<file path="src/hdl/scs_pkg.sv">
// constants and types of the system clock source select block
package scs_pkg;

  // ----------------------------------------------------------------
  // rates and oscillator models
  // ----------------------------------------------------------------
  localparam longint REF_HZ = 10000000;
  localparam longint FAST_RC_HZ = 7370000;
  localparam longint LOW_POWER_RC_HZ = 32768;
  localparam longint INSTR_MAX_HZ = 40000000;
  localparam int NCO_BITS = 16;
  localparam logic [15:0] FAST_RC_INC = 16'((FAST_RC_HZ * 65536) / REF_HZ);
  localparam logic [15:0] LOW_POWER_RC_INC = 16'((LOW_POWER_RC_HZ * 65536) / REF_HZ);
  localparam logic [15:0] TUNE_STEP = 16'(FAST_RC_INC >> 8);
  localparam logic [2:0] FAIL_WINDOW_TICKS = 3'h4;

  // ----------------------------------------------------------------
  // register offsets (byte addresses)
  // ----------------------------------------------------------------
  localparam logic [11:0] OSC_CTRL_OFS = 12'h000;
  localparam logic [11:0] CLK_DIV_OFS = 12'h004;
  localparam logic [11:0] RC_TUNE_OFS = 12'h008;

  // ----------------------------------------------------------------
  // field positions
  // ----------------------------------------------------------------
  localparam int CUR_OSC_LSB = 12;
  localparam int NEW_OSC_LSB = 8;
  localparam int CLOCK_LOCK_BIT = 7;
  localparam int PLL_LOCK_BIT = 5;
  localparam int CLOCK_FAIL_BIT = 3;
  localparam int LP_OSC_EN_BIT = 1;
  localparam int OSC_SWITCH_BIT = 0;
  localparam int DOZE_RATIO_LSB = 12;
  localparam int DOZE_EN_BIT = 11;
  localparam int POSTSCALE_LSB = 8;
  localparam int TUNE_BITS = 6;

  // ----------------------------------------------------------------
  // oscillator selections and primary modes
  // ----------------------------------------------------------------
  localparam logic [2:0] SEL_FAST_RC = 3'h0;
  localparam logic [2:0] SEL_FAST_RC_PLL = 3'h1;
  localparam logic [2:0] SEL_PRIMARY = 3'h2;
  localparam logic [2:0] SEL_PRIMARY_PLL = 3'h3;
  localparam logic [2:0] SEL_SECONDARY = 3'h4;
  localparam logic [2:0] SEL_LOW_POWER_RC = 3'h5;
  localparam logic [2:0] SEL_FAST_RC_DIV16 = 3'h6;
  localparam logic [2:0] SEL_FAST_RC_DIVN = 3'h7;
  localparam logic [1:0] MODE_EXTERNAL = 2'h0;
  localparam logic [1:0] MODE_CRYSTAL = 2'h1;
  localparam logic [1:0] MODE_HS_CRYSTAL = 2'h2;
  localparam logic [7:0] DIV16_MASK = 8'h0f;

  // ----------------------------------------------------------------
  // reset values
  // ----------------------------------------------------------------
  localparam logic [2:0] DOZE_RESET = 3'h0;
  localparam logic [2:0] POSTSCALE_RESET = 3'h0;
  localparam logic [5:0] TUNE_RESET = 6'h00;

  typedef struct packed {
    logic [2:0] dozeRatio;
    logic dozeEn;
    logic [2:0] postscale;
  } scs_div_t;

  typedef enum logic [1:0] {SW_IDLE, SW_WAIT_SRC, SW_WAIT_LOW} scs_sw_state_t;

endpackage

</file>
<file path="src/hdl/scs_clock_select.sv">
// system clock source selection, dividers, fail monitor and register slave

// Functional notes
// - eight system clock options, selected by a three-bit code.
// - fast internal RC nominal 7.37 MHz before postscale or PLL.
// - tuning register shifts the fast internal RC frequency.
// - fast RC postscaler 1:2 to 1:256, field bits 10:8 of divisor register.
// - primary supports crystal, high-speed crystal and external clock from input pin.
// - secondary low-power oscillator runs a 32.768 kHz crystal on own pins.
// - low-power RC also references watchdog and clock-fail monitor.
// - only fast RC and primary feed the PLL.
// - power-on source from three-bit select and two-bit mode configuration fields.
// - unprogrammed configuration gives a fast internal RC selection.
// - configuration fields encode twelve clock modes.
// - oscillator or PLL output divided by 2 gives instruction and peripheral clocks.
// - instruction clocks up to 40 MHz supported; software keeps within it.
// - peripheral equals instruction clock except doze; doze ratio resets 1:1.
// - clock-fail monitor detects lost clock and falls back to fast RC.
// - software switches source at run time via oscillator control register.
// - select codes 111 divN, 110 div16, 101 LOW_POWER_INTERNAL_RC, 100 secondary, 011..000 as listed.
// - primary mode 10 high-speed crystal, 01 crystal, 00 external clock.
module scs_clock_select
  import scs_pkg::*;
(
  // clock and reset
  input wire logic ref_clk,
  input wire logic reset,
  // apb slave
  input wire logic psel,
  input wire logic penable,
  input wire logic pwrite,
  input wire logic [11:0] paddr,
  input wire logic [31:0] pwdata,
  output logic [31:0] prdata,
  output logic pready,
  output logic pslverr,
  // configuration memory fields
  input wire logic [2:0] initialOscSelect,
  input wire logic [1:0] primaryOscModeSelect,
  // oscillator pins and pll
  input wire logic primaryOscInPin,
  output logic primaryOscOutPin,
  output logic primaryOscOutEn,
  input wire logic secondaryOscInPin,
  output logic secondaryOscOutPin,
  output logic secondaryOscOutEn,
  input wire logic pllClkIn,
  input wire logic pllLockIn,
  output logic pllRefTick,
  // derived clocks
  output logic instrClk,
  output logic peripheralClk,
  output logic watchdogRefTick
);

  // ----------------------------------------------------------------
  // pin synchronisers
  // ----------------------------------------------------------------
  logic [3:0] pinRaw;
  logic [3:0] syncA_q;
  logic [3:0] syncB_q;
  logic [3:0] syncC_q;
  assign pinRaw = {pllLockIn, pllClkIn, secondaryOscInPin, primaryOscInPin};

  genvar gi;
  generate
    for (gi = 0; gi < 4; gi++) begin : g_sync
      always_ff @(posedge ref_clk or posedge reset) begin
        if (reset) begin
          syncA_q[gi] <= 1'b0;
          syncB_q[gi] <= 1'b0;
          syncC_q[gi] <= 1'b0;
        end else begin
          syncA_q[gi] <= pinRaw[gi];
          syncB_q[gi] <= syncA_q[gi];
          syncC_q[gi] <= syncB_q[gi];
        end
      end
    end
  endgenerate

  logic lowPowerOscEn_q;
  logic secondaryRun;
  logic primaryTick;
  logic secondaryTick;
  logic pllTick;
  logic pllLocked;
  // every primary mode clocks from the input pin
  assign primaryTick = syncB_q[0] & ~syncC_q[0];
  // secondary counted only while its driver runs
  assign secondaryTick = secondaryRun & syncB_q[1] & ~syncC_q[1];
  assign pllTick = syncB_q[2] & ~syncC_q[2];
  assign pllLocked = syncB_q[3];

  // ----------------------------------------------------------------
  // internal rc oscillators
  // ----------------------------------------------------------------
  logic [5:0] tune_q;
  logic [15:0] frcAcc_q;
  logic [15:0] lprcAcc_q;
  logic [15:0] tuneOffset;
  logic [15:0] frcInc;
  logic [16:0] frcSum;
  logic [16:0] lprcSum;
  logic frcTick;
  logic lprcTick;

  // signed tuning offset on the nominal increment
  assign tuneOffset = 16'($signed(tune_q) * $signed({1'b0, TUNE_STEP}));
  // accumulator overflows at the tuned fast rc rate
  assign frcInc = FAST_RC_INC + tuneOffset;
  assign frcSum = {1'b0, frcAcc_q} + {1'b0, frcInc};
  assign lprcSum = {1'b0, lprcAcc_q} + {1'b0, LOW_POWER_RC_INC};
  assign frcTick = frcSum[16];
  assign lprcTick = lprcSum[16];

  always_ff @(posedge ref_clk or posedge reset) begin
    if (reset) begin
      frcAcc_q <= 16'h0000;
      lprcAcc_q <= 16'h0000;
    end else begin
      frcAcc_q <= frcSum[15:0];
      lprcAcc_q <= lprcSum[15:0];
    end
  end

  // ----------------------------------------------------------------
  // fast rc postscaler
  // ----------------------------------------------------------------
  scs_div_t div_q;
  logic [7:0] postCnt_q;
  logic [7:0] postMask;
  logic frcDivTick;
  logic frcDiv16Tick;

  // divide by 2 to the power (field + 1)
  assign postMask = 8'((9'h002 << div_q.postscale) - 9'h001);
  assign frcDivTick = frcTick & ((postCnt_q & postMask) == postMask);
  assign frcDiv16Tick = frcTick & ((postCnt_q & DIV16_MASK) == DIV16_MASK);

  always_ff @(posedge ref_clk or posedge reset) begin
    if (reset) begin
      postCnt_q <= 8'h00;
    end else if (frcTick) begin
      postCnt_q <= postCnt_q + 8'h01;
    end
  end

  // ----------------------------------------------------------------
  // source selection
  // ----------------------------------------------------------------
  logic [2:0] curOsc_q;
  logic [2:0] newOsc_q;
  logic [1:0] primaryMode_q;
  logic [7:0] tickBySel;
  logic curTick;
  logic newTick;
  logic newIsPll;
  logic newReady;

  // one tick source per selection code
  // code order of the selection field
  assign tickBySel = {frcDivTick, frcDiv16Tick, lprcTick, secondaryTick,
                      pllTick, primaryTick, pllTick, frcTick};
  assign curTick = tickBySel[curOsc_q];
  assign newTick = tickBySel[newOsc_q];
  assign newIsPll = (newOsc_q == SEL_FAST_RC_PLL) || (newOsc_q == SEL_PRIMARY_PLL);
  assign newReady = newTick & (~newIsPll | pllLocked);
  assign secondaryRun = lowPowerOscEn_q | (curOsc_q == SEL_SECONDARY)
                        | (newOsc_q == SEL_SECONDARY);

  // ----------------------------------------------------------------
  // clock fail monitor
  // ----------------------------------------------------------------
  logic [2:0] failWin_q;
  logic seenTick_q;
  logic clockFail_q;
  logic failEvent;

  // window paced by low-power rc ticks
  // no source edge in a full window means a lost clock
  assign failEvent = lprcTick && (failWin_q == FAIL_WINDOW_TICKS - 3'h1) && !seenTick_q
                     && !curTick && (curOsc_q != SEL_FAST_RC);

  always_ff @(posedge ref_clk or posedge reset) begin
    if (reset) begin
      failWin_q <= 3'h0;
      seenTick_q <= 1'b0;
    end else if (lprcTick && failWin_q == FAIL_WINDOW_TICKS - 3'h1) begin
      failWin_q <= 3'h0;
      seenTick_q <= 1'b0;
    end else begin
      failWin_q <= failWin_q + {2'h0, lprcTick};
      seenTick_q <= seenTick_q | curTick;
    end
  end

  // ----------------------------------------------------------------
  // register access decode
  // ----------------------------------------------------------------
  logic pready_q;
  logic pslverr_q;
  logic [31:0] prdata_q;
  logic clockLock_q;
  logic oscSwitch_q;
  logic cfgLoaded_q;
  logic hitCtrl;
  logic hitDiv;
  logic hitTune;
  logic hitAny;
  logic accessEdge;
  logic wrCtrl;
  logic wrDiv;
  logic wrTune;
  logic [31:0] readMux;
  logic illegalSwitch;
  logic switchReq;

  assign hitCtrl = (paddr == OSC_CTRL_OFS);
  assign hitDiv = (paddr == CLK_DIV_OFS);
  assign hitTune = (paddr == RC_TUNE_OFS);
  assign hitAny = hitCtrl | hitDiv | hitTune;
  assign accessEdge = psel & penable & pready_q;
  assign wrCtrl = accessEdge & pwrite & hitCtrl;
  assign wrDiv = accessEdge & pwrite & hitDiv;
  assign wrTune = accessEdge & pwrite & hitTune;
  // a direct hop between the two pll modes is dropped
  assign illegalSwitch = ((curOsc_q == SEL_PRIMARY_PLL)
                          && (pwdata[NEW_OSC_LSB +: 3] == SEL_FAST_RC_PLL))
                         || ((curOsc_q == SEL_FAST_RC_PLL)
                          && (pwdata[NEW_OSC_LSB +: 3] == SEL_PRIMARY_PLL));
  // run-time switch request from the control register
  assign switchReq = wrCtrl & pwdata[OSC_SWITCH_BIT] & ~clockLock_q & ~illegalSwitch
                     & ~oscSwitch_q;
  assign readMux = hitCtrl ? {17'h0, curOsc_q, 1'b0, newOsc_q, clockLock_q, 1'b0,
                              pllLocked, 1'b0, clockFail_q, 1'b0, lowPowerOscEn_q,
                              oscSwitch_q}
                 : hitDiv ? {17'h0, div_q.dozeRatio, div_q.dozeEn, div_q.postscale, 8'h00}
                 : hitTune ? {26'h0, tune_q}
                 : 32'h0;

  always_ff @(posedge ref_clk or posedge reset) begin
    if (reset) begin
      pready_q <= 1'b0;
      pslverr_q <= 1'b0;
      prdata_q <= 32'h0;
    end else begin
      pready_q <= psel & penable & ~pready_q;
      pslverr_q <= psel & penable & ~pready_q & ~hitAny;
      prdata_q <= (psel & penable & ~pready_q & ~pwrite) ? readMux : 32'h0;
    end
  end

  // doze ratio comes out of reset at 1:1
  always_ff @(posedge ref_clk or posedge reset) begin
    if (reset) begin
      div_q <= '{dozeRatio: DOZE_RESET, dozeEn: 1'b0, postscale: POSTSCALE_RESET};
      tune_q <= TUNE_RESET;
    end else begin
      if (wrDiv) begin
        div_q <= '{dozeRatio: pwdata[DOZE_RATIO_LSB +: 3], dozeEn: pwdata[DOZE_EN_BIT],
                   postscale: pwdata[POSTSCALE_LSB +: 3]};
      end
      if (wrTune) begin
        tune_q <= pwdata[TUNE_BITS-1:0];
      end
    end
  end

  // ----------------------------------------------------------------
  // control register and switch sequencer
  // ----------------------------------------------------------------
  scs_sw_state_t swState_q;
  logic instrClk_q;

  always_ff @(posedge ref_clk or posedge reset) begin
    if (reset) begin
      cfgLoaded_q <= 1'b0;
      curOsc_q <= SEL_FAST_RC;
      newOsc_q <= SEL_FAST_RC;
      primaryMode_q <= MODE_EXTERNAL;
      clockLock_q <= 1'b0;
      clockFail_q <= 1'b0;
      lowPowerOscEn_q <= 1'b0;
      oscSwitch_q <= 1'b0;
      swState_q <= SW_IDLE;
    end else if (!cfgLoaded_q) begin
      // configuration fields caught after reset release
      // erased fields read as the divided fast rc code
      // select and mode together give the clock mode
      cfgLoaded_q <= 1'b1;
      curOsc_q <= initialOscSelect;
      newOsc_q <= initialOscSelect;
      primaryMode_q <= primaryOscModeSelect;
    end else begin
      if (wrCtrl) begin
        clockLock_q <= pwdata[CLOCK_LOCK_BIT];
        lowPowerOscEn_q <= pwdata[LP_OSC_EN_BIT];
        if (!pwdata[CLOCK_FAIL_BIT]) begin
          clockFail_q <= 1'b0;
        end
        if (switchReq) begin
          newOsc_q <= pwdata[NEW_OSC_LSB +: 3];
          oscSwitch_q <= 1'b1;
        end
      end
      case (swState_q)
        SW_IDLE: begin
          if (switchReq) begin
            swState_q <= SW_WAIT_SRC;
          end
        end
        SW_WAIT_SRC: begin
          if (newReady) begin
            swState_q <= SW_WAIT_LOW;
          end
        end
        SW_WAIT_LOW: begin
          // change over only on a tick with the clock low
          if (curTick && !instrClk_q) begin
            curOsc_q <= newOsc_q;
            oscSwitch_q <= 1'b0;
            swState_q <= SW_IDLE;
          end
        end
        default: begin
          swState_q <= SW_IDLE;
        end
      endcase
      // fail-safe fallback wins over any pending switch
      if (failEvent) begin
        clockFail_q <= 1'b1;
        curOsc_q <= SEL_FAST_RC;
        newOsc_q <= SEL_FAST_RC;
        oscSwitch_q <= 1'b0;
        swState_q <= SW_IDLE;
      end
    end
  end

  // ----------------------------------------------------------------
  // instruction and peripheral clocks
  // ----------------------------------------------------------------
  logic periphClk_q;
  logic [6:0] dozeCnt_q;
  logic [6:0] dozeMask;
  logic periphToggle;

  // doze toggles the peripheral clock once per mask+1 instruction edges
  assign dozeMask = 7'((8'h01 << div_q.dozeRatio) - 8'h01);
  assign periphToggle = curTick & (~div_q.dozeEn | ((dozeCnt_q & dozeMask) == dozeMask));

  always_ff @(posedge ref_clk or posedge reset) begin
    if (reset) begin
      instrClk_q <= 1'b0;
      periphClk_q <= 1'b0;
      dozeCnt_q <= 7'h00;
    end else begin
      // one toggle per oscillator edge halves the rate
      // ceiling set by the tick rate of the selected source
      if (curTick) begin
        instrClk_q <= ~instrClk_q;
        dozeCnt_q <= dozeCnt_q + 7'h01;
      end
      if (periphToggle) begin
        periphClk_q <= ~periphClk_q;
      end
    end
  end

  // ----------------------------------------------------------------
  // pin drivers and reference outputs
  // ----------------------------------------------------------------
  logic primaryOut_q;
  logic primaryOutEn_q;
  logic secondaryOut_q;
  logic secondaryOutEn_q;
  logic pllRefTick_q;
  logic watchdogRefTick_q;
  logic primaryUsed;

  assign primaryUsed = (curOsc_q == SEL_PRIMARY) || (curOsc_q == SEL_PRIMARY_PLL)
                       || (newOsc_q == SEL_PRIMARY) || (newOsc_q == SEL_PRIMARY_PLL);

  always_ff @(posedge ref_clk or posedge reset) begin
    if (reset) begin
      primaryOut_q <= 1'b0;
      primaryOutEn_q <= 1'b0;
      secondaryOut_q <= 1'b0;
      secondaryOutEn_q <= 1'b0;
      pllRefTick_q <= 1'b0;
      watchdogRefTick_q <= 1'b0;
    end else begin
      // crystal driver runs in every primary mode code except external clock
      primaryOutEn_q <= primaryUsed && (primaryMode_q != MODE_EXTERNAL);
      primaryOut_q <= ~syncB_q[0];
      secondaryOutEn_q <= secondaryRun;
      secondaryOut_q <= ~syncB_q[1];
      // pll reference from fast rc or primary only
      pllRefTick_q <= (newOsc_q == SEL_FAST_RC_PLL) ? frcTick
                    : (newOsc_q == SEL_PRIMARY_PLL) ? primaryTick : 1'b0;
      // low-power rc tick also paces the watchdog
      watchdogRefTick_q <= lprcTick;
    end
  end

  assign prdata = prdata_q;
  assign pready = pready_q;
  assign pslverr = pslverr_q;
  assign primaryOscOutPin = primaryOut_q;
  assign primaryOscOutEn = primaryOutEn_q;
  assign secondaryOscOutPin = secondaryOut_q;
  assign secondaryOscOutEn = secondaryOutEn_q;
  assign pllRefTick = pllRefTick_q;
  assign instrClk = instrClk_q;
  assign peripheralClk = periphClk_q;
  assign watchdogRefTick = watchdogRefTick_q;

  // ----------------------------------------------------------------
  // checks
  // ----------------------------------------------------------------
  instr_half_rate_a:
    assert property (@(posedge ref_clk) disable iff (reset)
      curTick |=> (instrClk_q != $past(instrClk_q)))
    else $error("instruction clock missed an oscillator edge");
  periph_follow_a:
    assert property (@(posedge ref_clk) disable iff (reset)
      (!div_q.dozeEn && curTick) |=> (periphClk_q != $past(periphClk_q)))
    else $error("peripheral clock left instruction clock outside doze");
  pll_ref_src_a:
    assert property (@(posedge ref_clk) disable iff (reset)
      pllRefTick_q |-> ($past(newOsc_q) == SEL_FAST_RC_PLL
                        || $past(newOsc_q) == SEL_PRIMARY_PLL))
    else $error("pll fed from a source that bypasses it");
  fail_fallback_a:
    assert property (@(posedge ref_clk) disable iff (reset)
      failEvent |=> (curOsc_q == SEL_FAST_RC) && clockFail_q && !oscSwitch_q)
    else $error("clock fail did not fall back to fast rc");
  no_runt_switch_a:
    assert property (@(posedge ref_clk) disable iff (reset)
      ($past(cfgLoaded_q) && !$past(failEvent) && curOsc_q != $past(curOsc_q))
        |-> !$past(instrClk_q) && $past(swState_q) == SW_WAIT_LOW)
    else $error("source changed outside a low phase");
  pll_hop_block_a:
    assert property (@(posedge ref_clk) disable iff (reset)
      (wrCtrl && illegalSwitch && !oscSwitch_q) |=> !oscSwitch_q)
    else $error("direct pll to pll switch was accepted");
  switch_start_a:
    assert property (@(posedge ref_clk) disable iff (reset)
      switchReq && !failEvent |=> oscSwitch_q && swState_q == SW_WAIT_SRC)
    else $error("switch request not started");
  watchdog_ref_a:
    assert property (@(posedge ref_clk) disable iff (reset)
      lprcTick |=> watchdogRefTick_q ##1 !watchdogRefTick_q)
    else $error("watchdog reference tick lost");
  postscale_rate_a:
    assert property (@(posedge ref_clk) disable iff (reset)
      (frcDivTick && div_q.postscale == 3'h0) |-> postCnt_q[0])
    else $error("postscaler divided by the wrong factor");
  apb_answer_a:
    assert property (@(posedge ref_clk) disable iff (reset)
      (psel && penable && !pready_q) |=> pready_q ##1 !pready_q)
    else $error("register access answer not one cycle");

endmodule

</file>
<file path="config.mk">
export PLATFORM = sky130hd
export DESIGN_NAME = scs_clock_select
export DESIGN_NICKNAME = d
export VERILOG_FILES = /design/src/hdl/scs_pkg.sv /design/src/hdl/scs_clock_select.sv
export SDC_FILE = /design/constraint.sdc
export NUM_CORES = 1
export LEC_CHECK = 0
export BUFFER_PORTS_ARGS = -buffer_cell sky130_fd_sc_hd__buf_4
export CAP_MARGIN = 20
export CORE_ASPECT_RATIO = 1.2
export CORE_MARGIN = 8
export CORE_UTILIZATION = 40
export CTS_CLUSTER_DIAMETER = 60
export DETAILED_ROUTE_END_ITERATION = 8
export SYNTH_ARGS = -nofsm -noshare
export SYNTH_HDL_FRONTEND = slang
export SYNTH_SLANG_ARGS = --single-unit
</file>
<file path="constraint.sdc">
create_clock -name ref_clk -period 6.2 [get_ports ref_clk]
set_input_delay 0.62 -clock ref_clk [delete_from_list [all_inputs] [get_ports ref_clk]]
set_output_delay 0.62 -clock ref_clk [all_outputs]
set_load 0.01 [all_outputs]
</file>
==> Yosys cells after proc, flatten, opt, wreduce, memory -nomap -nowiden <==
Index checks and enable logic that the tools add are counted.
{ "word_totals": {"register_bits": 115, "inputBits": 58, "out_inout_bits": 42, "elab_cells": 184} }
{ "classes": {"addsub": 8, "n_mul": 1, "order_cmp": 2, "n_eq_ne": 26, "shifts": 2, "muxes": 33, "bitwise_logic": 45, "reduce_logical": 26} }
{ "ops": {"columns": ["op", "n"], "rows": [
  ["15-bit two-way mux", 3],
  ["3-bit two-way mux", 9],
  ["1-bit bitwise AND", 21],
  ["3-bit by 2-bit equality test with 1-bit output, second input constant", 6],
  ["16-bit by 16-bit adder with 17-bit output", 1],
  ["16-bit by 8-bit adder with 17-bit output, second input constant", 1],
  ["16-bit adder, first input constant", 1],
  ["1-bit inverter", 15],
  ["6-bit by 7-bit multiplier with 13-bit output, second input constant", 1],
  ["1-bit two-way mux", 13],
  ["12-bit by 3-bit equality test with 1-bit output, second input constant", 1],
  ["12-bit by 4-bit equality test with 1-bit output, second input constant", 1],
  ["12-bit zero test", 1],
  ["3-bit by 2-bit != test with 1-bit output, second input constant", 4],
  ["3-bit by 1-bit equality test with 1-bit output, second input constant", 3],
  ["3-bit != test, second input constant", 3],
  ["8-bit by 1-bit adder with 8-bit output, second input constant", 1],
  ["8-bit bitwise AND", 1],
  ["8-bit equality test", 1],
  ["1-bit logical AND", 8],
  ["3-bit by 4-bit < comparator with 1-bit output, second input constant", 2],
  ["2-bit two-way mux", 4],
  ["2-bit by 3-bit left shift with 8-bit output, first input constant", 1],
  ["8-bit by 1-bit subtractor with 8-bit output, second input constant", 1],
  ["other kinds (23)", 40]
]} }

==> Depth between registers and ports, before layout <==
{ "depth": {"depth_word": 13, "ltp_mapped": 27, "depth_no_buf": 25} }

==> Least setup slack after synthesis <==
OpenSTA, ideal clock, no wires.
{ "synth_path": {"path_type": "register -> register", "from": "register tune_q[1]", "to": "register dozeCnt_q[1]", "setup_ns": 0.125, "t_arrival_ns": 5.684, "required_ns": 6.075, "slack_ns": 0.392, "path_stages_with_launch": 25, "n_path_buf": 2, "period_less_slack_ns": 5.808, "cell_sequence": "dfrtp_1 > inv_1 > fa_1 > inv_1 > ha_1 > fa_1 > fa_1 > inv_1 > fa_1 > inv_1 > a21oi_1 > o21bai_1 > xor2_1 > a21oi_1 > xnor2_1 > ha_1 > a21o_1 > a31o_1 > o311a_1 > o21a_1 > buf_6 > a311oi_2 > o32a_1 > buf_4 > mux2_2"} }
{ "synth_via": {"elab_chain_len": 6, "word_cells_on_any_way": 7, "cone_classes": "add/sub: 2; mul: 1; mux: 2; bitwise: 2"} }
{ "synth_lines": {"columns": ["element", "line", "text"], "rows": [
  ["start: declaration", "scs_clock_select.sv:98", "logic [5:0] tune_q;"],
  ["start signal: assignment", "scs_clock_select.sv:265", "tune_q <= pwdata[TUNE_BITS-1:0];"],
  ["6-bit by 7-bit multiplier with 13-bit output *", "scs_clock_select.sv:109", "assign tuneOffset = 16'($signed(tune_q) * $signed({1'b0, TUNE_STEP}));"],
  ["16-bit adder *", "scs_clock_select.sv:111", "assign frcInc = FAST_RC_INC + tuneOffset;"],
  ["16-bit by 16-bit adder with 17-bit output *", "scs_clock_select.sv:112", "assign frcSum = {1'b0, frcAcc_q} + {1'b0, frcInc};"],
  ["1-bit bitwise AND, on equally long branches", "scs_clock_select.sv:139, scs_clock_select.sv:138", null],
  ["1-bit binary-select mux with 3-bit select *", "scs_clock_select.sv:165", "assign curTick = tickBySel[curOsc_q];"],
  ["1-bit two-way mux (not written as such) *", "scs_clock_select.sv:165", null],
  ["end signal: assignment", "scs_clock_select.sv:363", "dozeCnt_q <= dozeCnt_q + 7'h01;"],
  ["end: declaration", "scs_clock_select.sv:345", "logic [6:0] dozeCnt_q;"]
]} }
Mark *: on every way between the ends. The rest lies on a longest branch, timed or not. The select of a mux whose other input is x is not followed.
A chain may end at the register's enable or synchronous reset.

==> Final worst setup path <==
{ "layout_path": {"from": "register tune_q[1]", "to": "register swState_q[1]"} }
{ "layout_via": {"elab_chain_len": 11, "word_cells_on_any_way": 19, "cone_classes": "add/sub: 2; mul: 1; eq/ne: 3; mux: 5; bitwise: 3; reduce/logical: 5"} }
{ "layout_lines": {"columns": ["element", "line", "text"], "rows": [
  ["6-bit by 7-bit multiplier with 13-bit output *", "scs_clock_select.sv:109", null],
  ["16-bit adder *", "scs_clock_select.sv:111", null],
  ["16-bit by 16-bit adder with 17-bit output *", "scs_clock_select.sv:112", null],
  ["1-bit bitwise AND, on equally long branches", "scs_clock_select.sv:139, scs_clock_select.sv:138", null],
  ["1-bit binary-select mux with 3-bit select", "scs_clock_select.sv:165", null],
  ["1-bit two-way mux (not written as such)", "scs_clock_select.sv:165", null],
  ["1-bit zero test", "scs_clock_select.sv:183", "&& !curTick && (curOsc_q != SEL_FAST_RC);"],
  ["1-bit logical AND (2 in a row)", "scs_clock_select.sv:183", null],
  ["3-bit != test (no source line)", null, null],
  ["4-bit AND reduction (no source line)", null, null],
  ["end signal: assignment", "scs_clock_select.sv:286", "swState_q <= SW_IDLE;"],
  ["end signal: assignment", "scs_clock_select.sv:310", "swState_q <= SW_WAIT_SRC;"],
  ["end signal: assignment", "scs_clock_select.sv:315", "swState_q <= SW_WAIT_LOW;"],
  ["end: declaration", "scs_clock_select.sv:273", "scs_sw_state_t swState_q;"]
]} }
Marks and branches as above.

==> results.md <==
Worst setup path
- **launching element type of the critical path** register
- **Critical Path Max Stage Delay** 0.56 ns
- **Register-to-Register Setup Slack** 0.18 ns
- **R2R depth** 23
- **critical register-to-register path endpoint** swState_q[1]
- **arrival time at the worst endpoint** 6.26 ns
- **CP required** 6.44 ns
- **most frequent cell on the critical path** ha_1
- **launch instance of the worst register-to-register path** tune_q[1]
- **Critical Path Fanout Max** 5
- **Worst Setup Path Type** reg -> reg
- **type of destination of the critical path** register
- **crit path cell chain** buf_4 > ha_1 > ha_1 > fa_2 > fa_1 > inv_2 > fa_2 > inv_2 > a21oi_1 > o21bai_1 > xor2_1 > a21oi_2 > xnor2_1 > ha_1 > a21o_1 > a31o_1 > o311a_1 > o21a_2 > a311oi_2 > o211ai_1 > buf_4 > nor2b_1 > a221o_1
- **slowest CP cell** fa_1

Route
- **count of unresolved DRC violations after routing** 0
- **drt first pass iters** 5
- **via count** 4356
- **detailed router's first-iteration violation count** 258
- **Antenna Nets Post-Route** 0
- **WL per Instance** 15.38 um
- **via-per-instance ratio** 4.967
- **post-detailed-routing wire length** 13.48 mm

Pwr
- **leakage power of the design** 3.517 nW
- **largest voltage drop on the vdd net** 0.0001979 V
- **power density over the cells** 303.4 nW/um^2
- **internal power summed over all cells** 0.001521 W
- **total power** 0.002228 W
- **proportion of power drawn by combinational gates** 30.9%
- **switching share of power** 31.73%
- **Sequential Power Share** 41.7%
- **Clock Power Share** 27.5%
- **Switching Power** 0.0007071 W

Timing
- **number of setup violations in the final report** 0
- **total count of max-transition violations in the final report** 0
- **worst setup skew after layout** 0.005898 ns
- **transition time at the pin with the least slew margin** 0.9624 ns
- **final count of hold timing violations** 0
- **unrepaired setup endpoints after global routing** true
- **peak clock frequency supported by timing** 166.0 MHz
- **Slew Limit Headroom** 35.49%
- **crit path time final** 6.023 ns
- **final worst path period share** 97.14%

Clocking
- **CTS Root Cell** clkbuf_16
- **deepest clock path buffer count** 2
- **insertion delay to the later sink of the worst-skew pair** 0.35 ns
- **clock tree from TritonCTS** done
- **H-tree levels** 3
- **TritonCTS Buffers** 9
- **clock sink total** 111
- **Clock transition at path regs** 0.07 ns

Synth
- **register bit count reported by yosys** 111
- **synthesized cell area** 6118 sq um
- **share of the yosys chip area belonging to registers** 45.40%
- **Primary FF master, synth** dfrtp_1
- **mean post-synth cell area** 10.60 sq um
- **Post-Synth XOR/XNOR Area** 8.016%
- **largest family of logic cells by synthesized area** adder cells
- **compound-cell area share of the yosys netlist** 12.02%
- **Yosys warning count** 0
- **share of synthesized cell area in full adder, half adder and majority cells** 13.25%
- **unique cell type count in the Yosys netlist** 58
- **number of standard cells after synthesis** 577
- **post-synthesis share of cell area spent on and, or, nand and nor gates** 11.94%
- **mux share of post-synthesis cell area** 4.029%
- **share of synthesized registers carrying an async set or reset** 100.0%
- **number of synthesized flops with an enable pin** 0

Placed design
- **final weighted congestion in routability-driven placement** 0.8507
- **DPL Wire Length** 10.35 mm
- **number of I/O port buffers** 63
- **area after detailed placement** 6903 sq um

Worst hold path
- **worst hold path depth** 0
- **Hold Crit Class** reg -> reg
- **startpoint of the most critical hold path** syncA_q[1]
- **worst-case hold path end point** syncB_q[1]

Outcome
- **status** finished, final reports clean

Floorplanning
- **Die Outline Area** 19530 sq um
- **Initial Utilization** 40.90%
- **top-level port count** 100
- **die outline height** 151.5 um
- **total core area** 14960 sq um
- **Cell Rows** 49
- **horizontal die dimension** 128.9 um

Final layout
- **Layout area overhead** 20.04%
- **Layout Cell Area excl Fill** 7345 sq um
- **nets** 788
- **fraction of layout instances using a drive strength above 1** 21.55%
- **final antenna diode count** 0

Global routing
- **vias in the first global route** 4546
- **wire length of the first global-routing pass** 21.98 mm
- **antenna violations before repair** 0
- **total global routing track utilization** 14.10%
- **pin count of the biggest net entering global routing** 61
- **overflow left after global routing** 0

Flow run
- **max cap viols** 0

-- repair_timing --
item                       4_1_cts  5_1_grt
setup endpoints to repair        0       20
gates resized for setup          0       22
hold buffers                     0        0
setup buffers                    0        7
-- per-stage QoR --
stage	worst slack (ns)	hold slack (ns)	instances	utilization [%]	TNS (ns)
floorplan	0.3918	0.3312	595	-	0
global placement	0.1299	0.3322	856	46.14	0
detailed placement	0.08233	0.3347	856	46.14	0
CTS	0.01078	0.3511	870	48.21	0
global route	-0.07048	0.3562	877	49.10	-0.2931
finish	0.1774	0.3503	877	49.10	0
-- logic make-up (layout without fill, tap and decap cells) --
kind of cell    Yosys count  count (layout)
simple gates            151             151
flops                   111             111
compound gates          110             110
buf+inv                  64             142
fa+ha+maj                60              60
xor+xnor                 56              56
mux                      23              23
other cells               2              20
-- state kept, by name, indices dropped and copies added, names as in the netlist, 2 cells and up --
register,flops
postCnt_q,8
primaryMode_q,2
lprcAcc_q,15
syncA_q,4
frcAcc_q,14
failWin_q,3
syncC_q,3
prdata,14
curOsc_q,3
dozeCnt_q,7
syncB_q,3
tune_q,6
div_q,7
newOsc_q,3
swState_q,2
-- cells in the mapped netlist (2+ instances only) --
cell      instances  share of area, %
o31ai_1           2              0.25
and2_1            2              0.20
o221ai_1          3              0.43
fa_1              8               2.6
nor3_1           17               1.4
nand2_1          43               2.6
o22ai_1           2              0.20
o211ai_1          4              0.49
a21o_1           10               1.2
mux2_2           13               2.4
o21a_1            7              0.86
nand3b_1          3              0.37
nor2_1           37               2.3
nand4_1           6              0.61
a31oi_1           5              0.51
inv_1            36               2.2
and3_1            9              0.92
xor2_1           22               3.1
conb_1            2              0.12
ha_1             52                11
nand3_1          12              0.98
xnor2_1          34               4.9
nor4_1            3              0.31
o21bai_1          5              0.61
dfrtp_1         111                45
clkbuf_1          8              0.49
or3_1             2              0.20
buf_4            19               2.3
mux2i_1          10               1.6
a22oi_1           5              0.61
a221oi_1          2              0.29
a21oi_1          24               2.0
o21ai_0          24               2.0
nand2b_1          5              0.51
nor2b_1           6              0.61
o21ai_1           2              0.16
-- worst max-delay path by stage --
| stage | startpoint | end | depth (start not counted) |
|---|---|---|---|
| global placement | tune_q[2] | dozeCnt_q[5] | 24 |
| detailed placement | tune_q[2] | curOsc_q[0] | 23 |
| floorplan | tune_q[1] | dozeCnt_q[1] | 24 |
| global route | tune_q[0] | swState_q[1] | 23 |
| finish | tune_q[1] | swState_q[1] | 23 |
| CTS | tune_q[2] | curOsc_q[0] | 23 |
-- layout by cell type (no fill, tap or decap), types with 3 or more instances in the layout --
cell type | netlist | final
nand2b_1 | 5 | 5
a21o_1 | 10 | 10
o21ai_0 | 24 | 24
o21a_1 | 7 | 6
o211ai_1 | 4 | 4
inv_2 | 0 | 6
inv_1 | 36 | 29
and3_1 | 9 | 9
nor2b_1 | 6 | 6
dfrtp_1 | 111 | 110
nand3_1 | 12 | 12
xor2_1 | 22 | 21
a22oi_1 | 5 | 5
ha_4 | 0 | 3
a21oi_2 | 0 | 3
ha_1 | 52 | 49
clkbuf_16 | 0 | 9
nand4_1 | 6 | 6
nor4_1 | 3 | 3
mux2_2 | 13 | 13
mux2i_1 | 10 | 10
nand3b_1 | 3 | 3
a21oi_1 | 24 | 21
buf_4 | 19 | 90
o21bai_1 | 5 | 5
xnor2_1 | 34 | 34
nand2_1 | 43 | 43
conb_1 | 2 | 20
a31oi_1 | 5 | 5
nor3_1 | 17 | 16
nor2_1 | 37 | 37
o221ai_1 | 3 | 3
fa_1 | 8 | 6
-- layout make-up --
cell class | count | area, sq um
inverter | 36 | 137.6
clock buffer | 9 | 225.2
clock inverter | 5 | 83.83
timing repair buffer | 92 | 698.2
fill | 1400 | 7615
multi-input combinational | 420 | 3166
sequential | 111 | 2779
tap | 204 | 255.2
-- power by group through the flow --
| stage | combinational [W] | clock [W] | sequential, W |
|---|---|---|---|
| 3_3_place_gp | 0.000639 | 0 | 0.000936 |
| 2_1_floorplan | 0.000503 | 0 | 0.000915 |
| 6_report | 0.000687 | 0.000612 | 0.000928 |
| 3_5_place_dp | 0.000667 | 0 | 0.000941 |
| 4_1_cts | 0.000670 | 0.000630 | 0.000929 |
| 5_1_grt | 0.000760 | 0.000660 | 0.000944 |
-- layer usage --
layer	GRT usage [%]	part of all wire [%]	up-vias	wire length, um
li1	-	-	2150	-
met1	17.84	45	2114	6026
met2	23.51	50	79	6750
met3	3.046	3.9	13	522
met4	4.532	1.4	0	184
met5	0	0	-	0
-- critical path, delay by kind of cell, from the launching register on --
kind | cells | cell delay (ns)
xor gates and xnor gates | 2 | 0.40
and+or+nand+nor | 1 | 0.12
adders and majority gates | 6 | 2.27
AOI/OAI and AO/OA | 10 | 2.22
DFF | 1 | 0.39
buffers and inverters | 4 | 0.48
No activity file was read; power rests on OpenSTA's default activity.
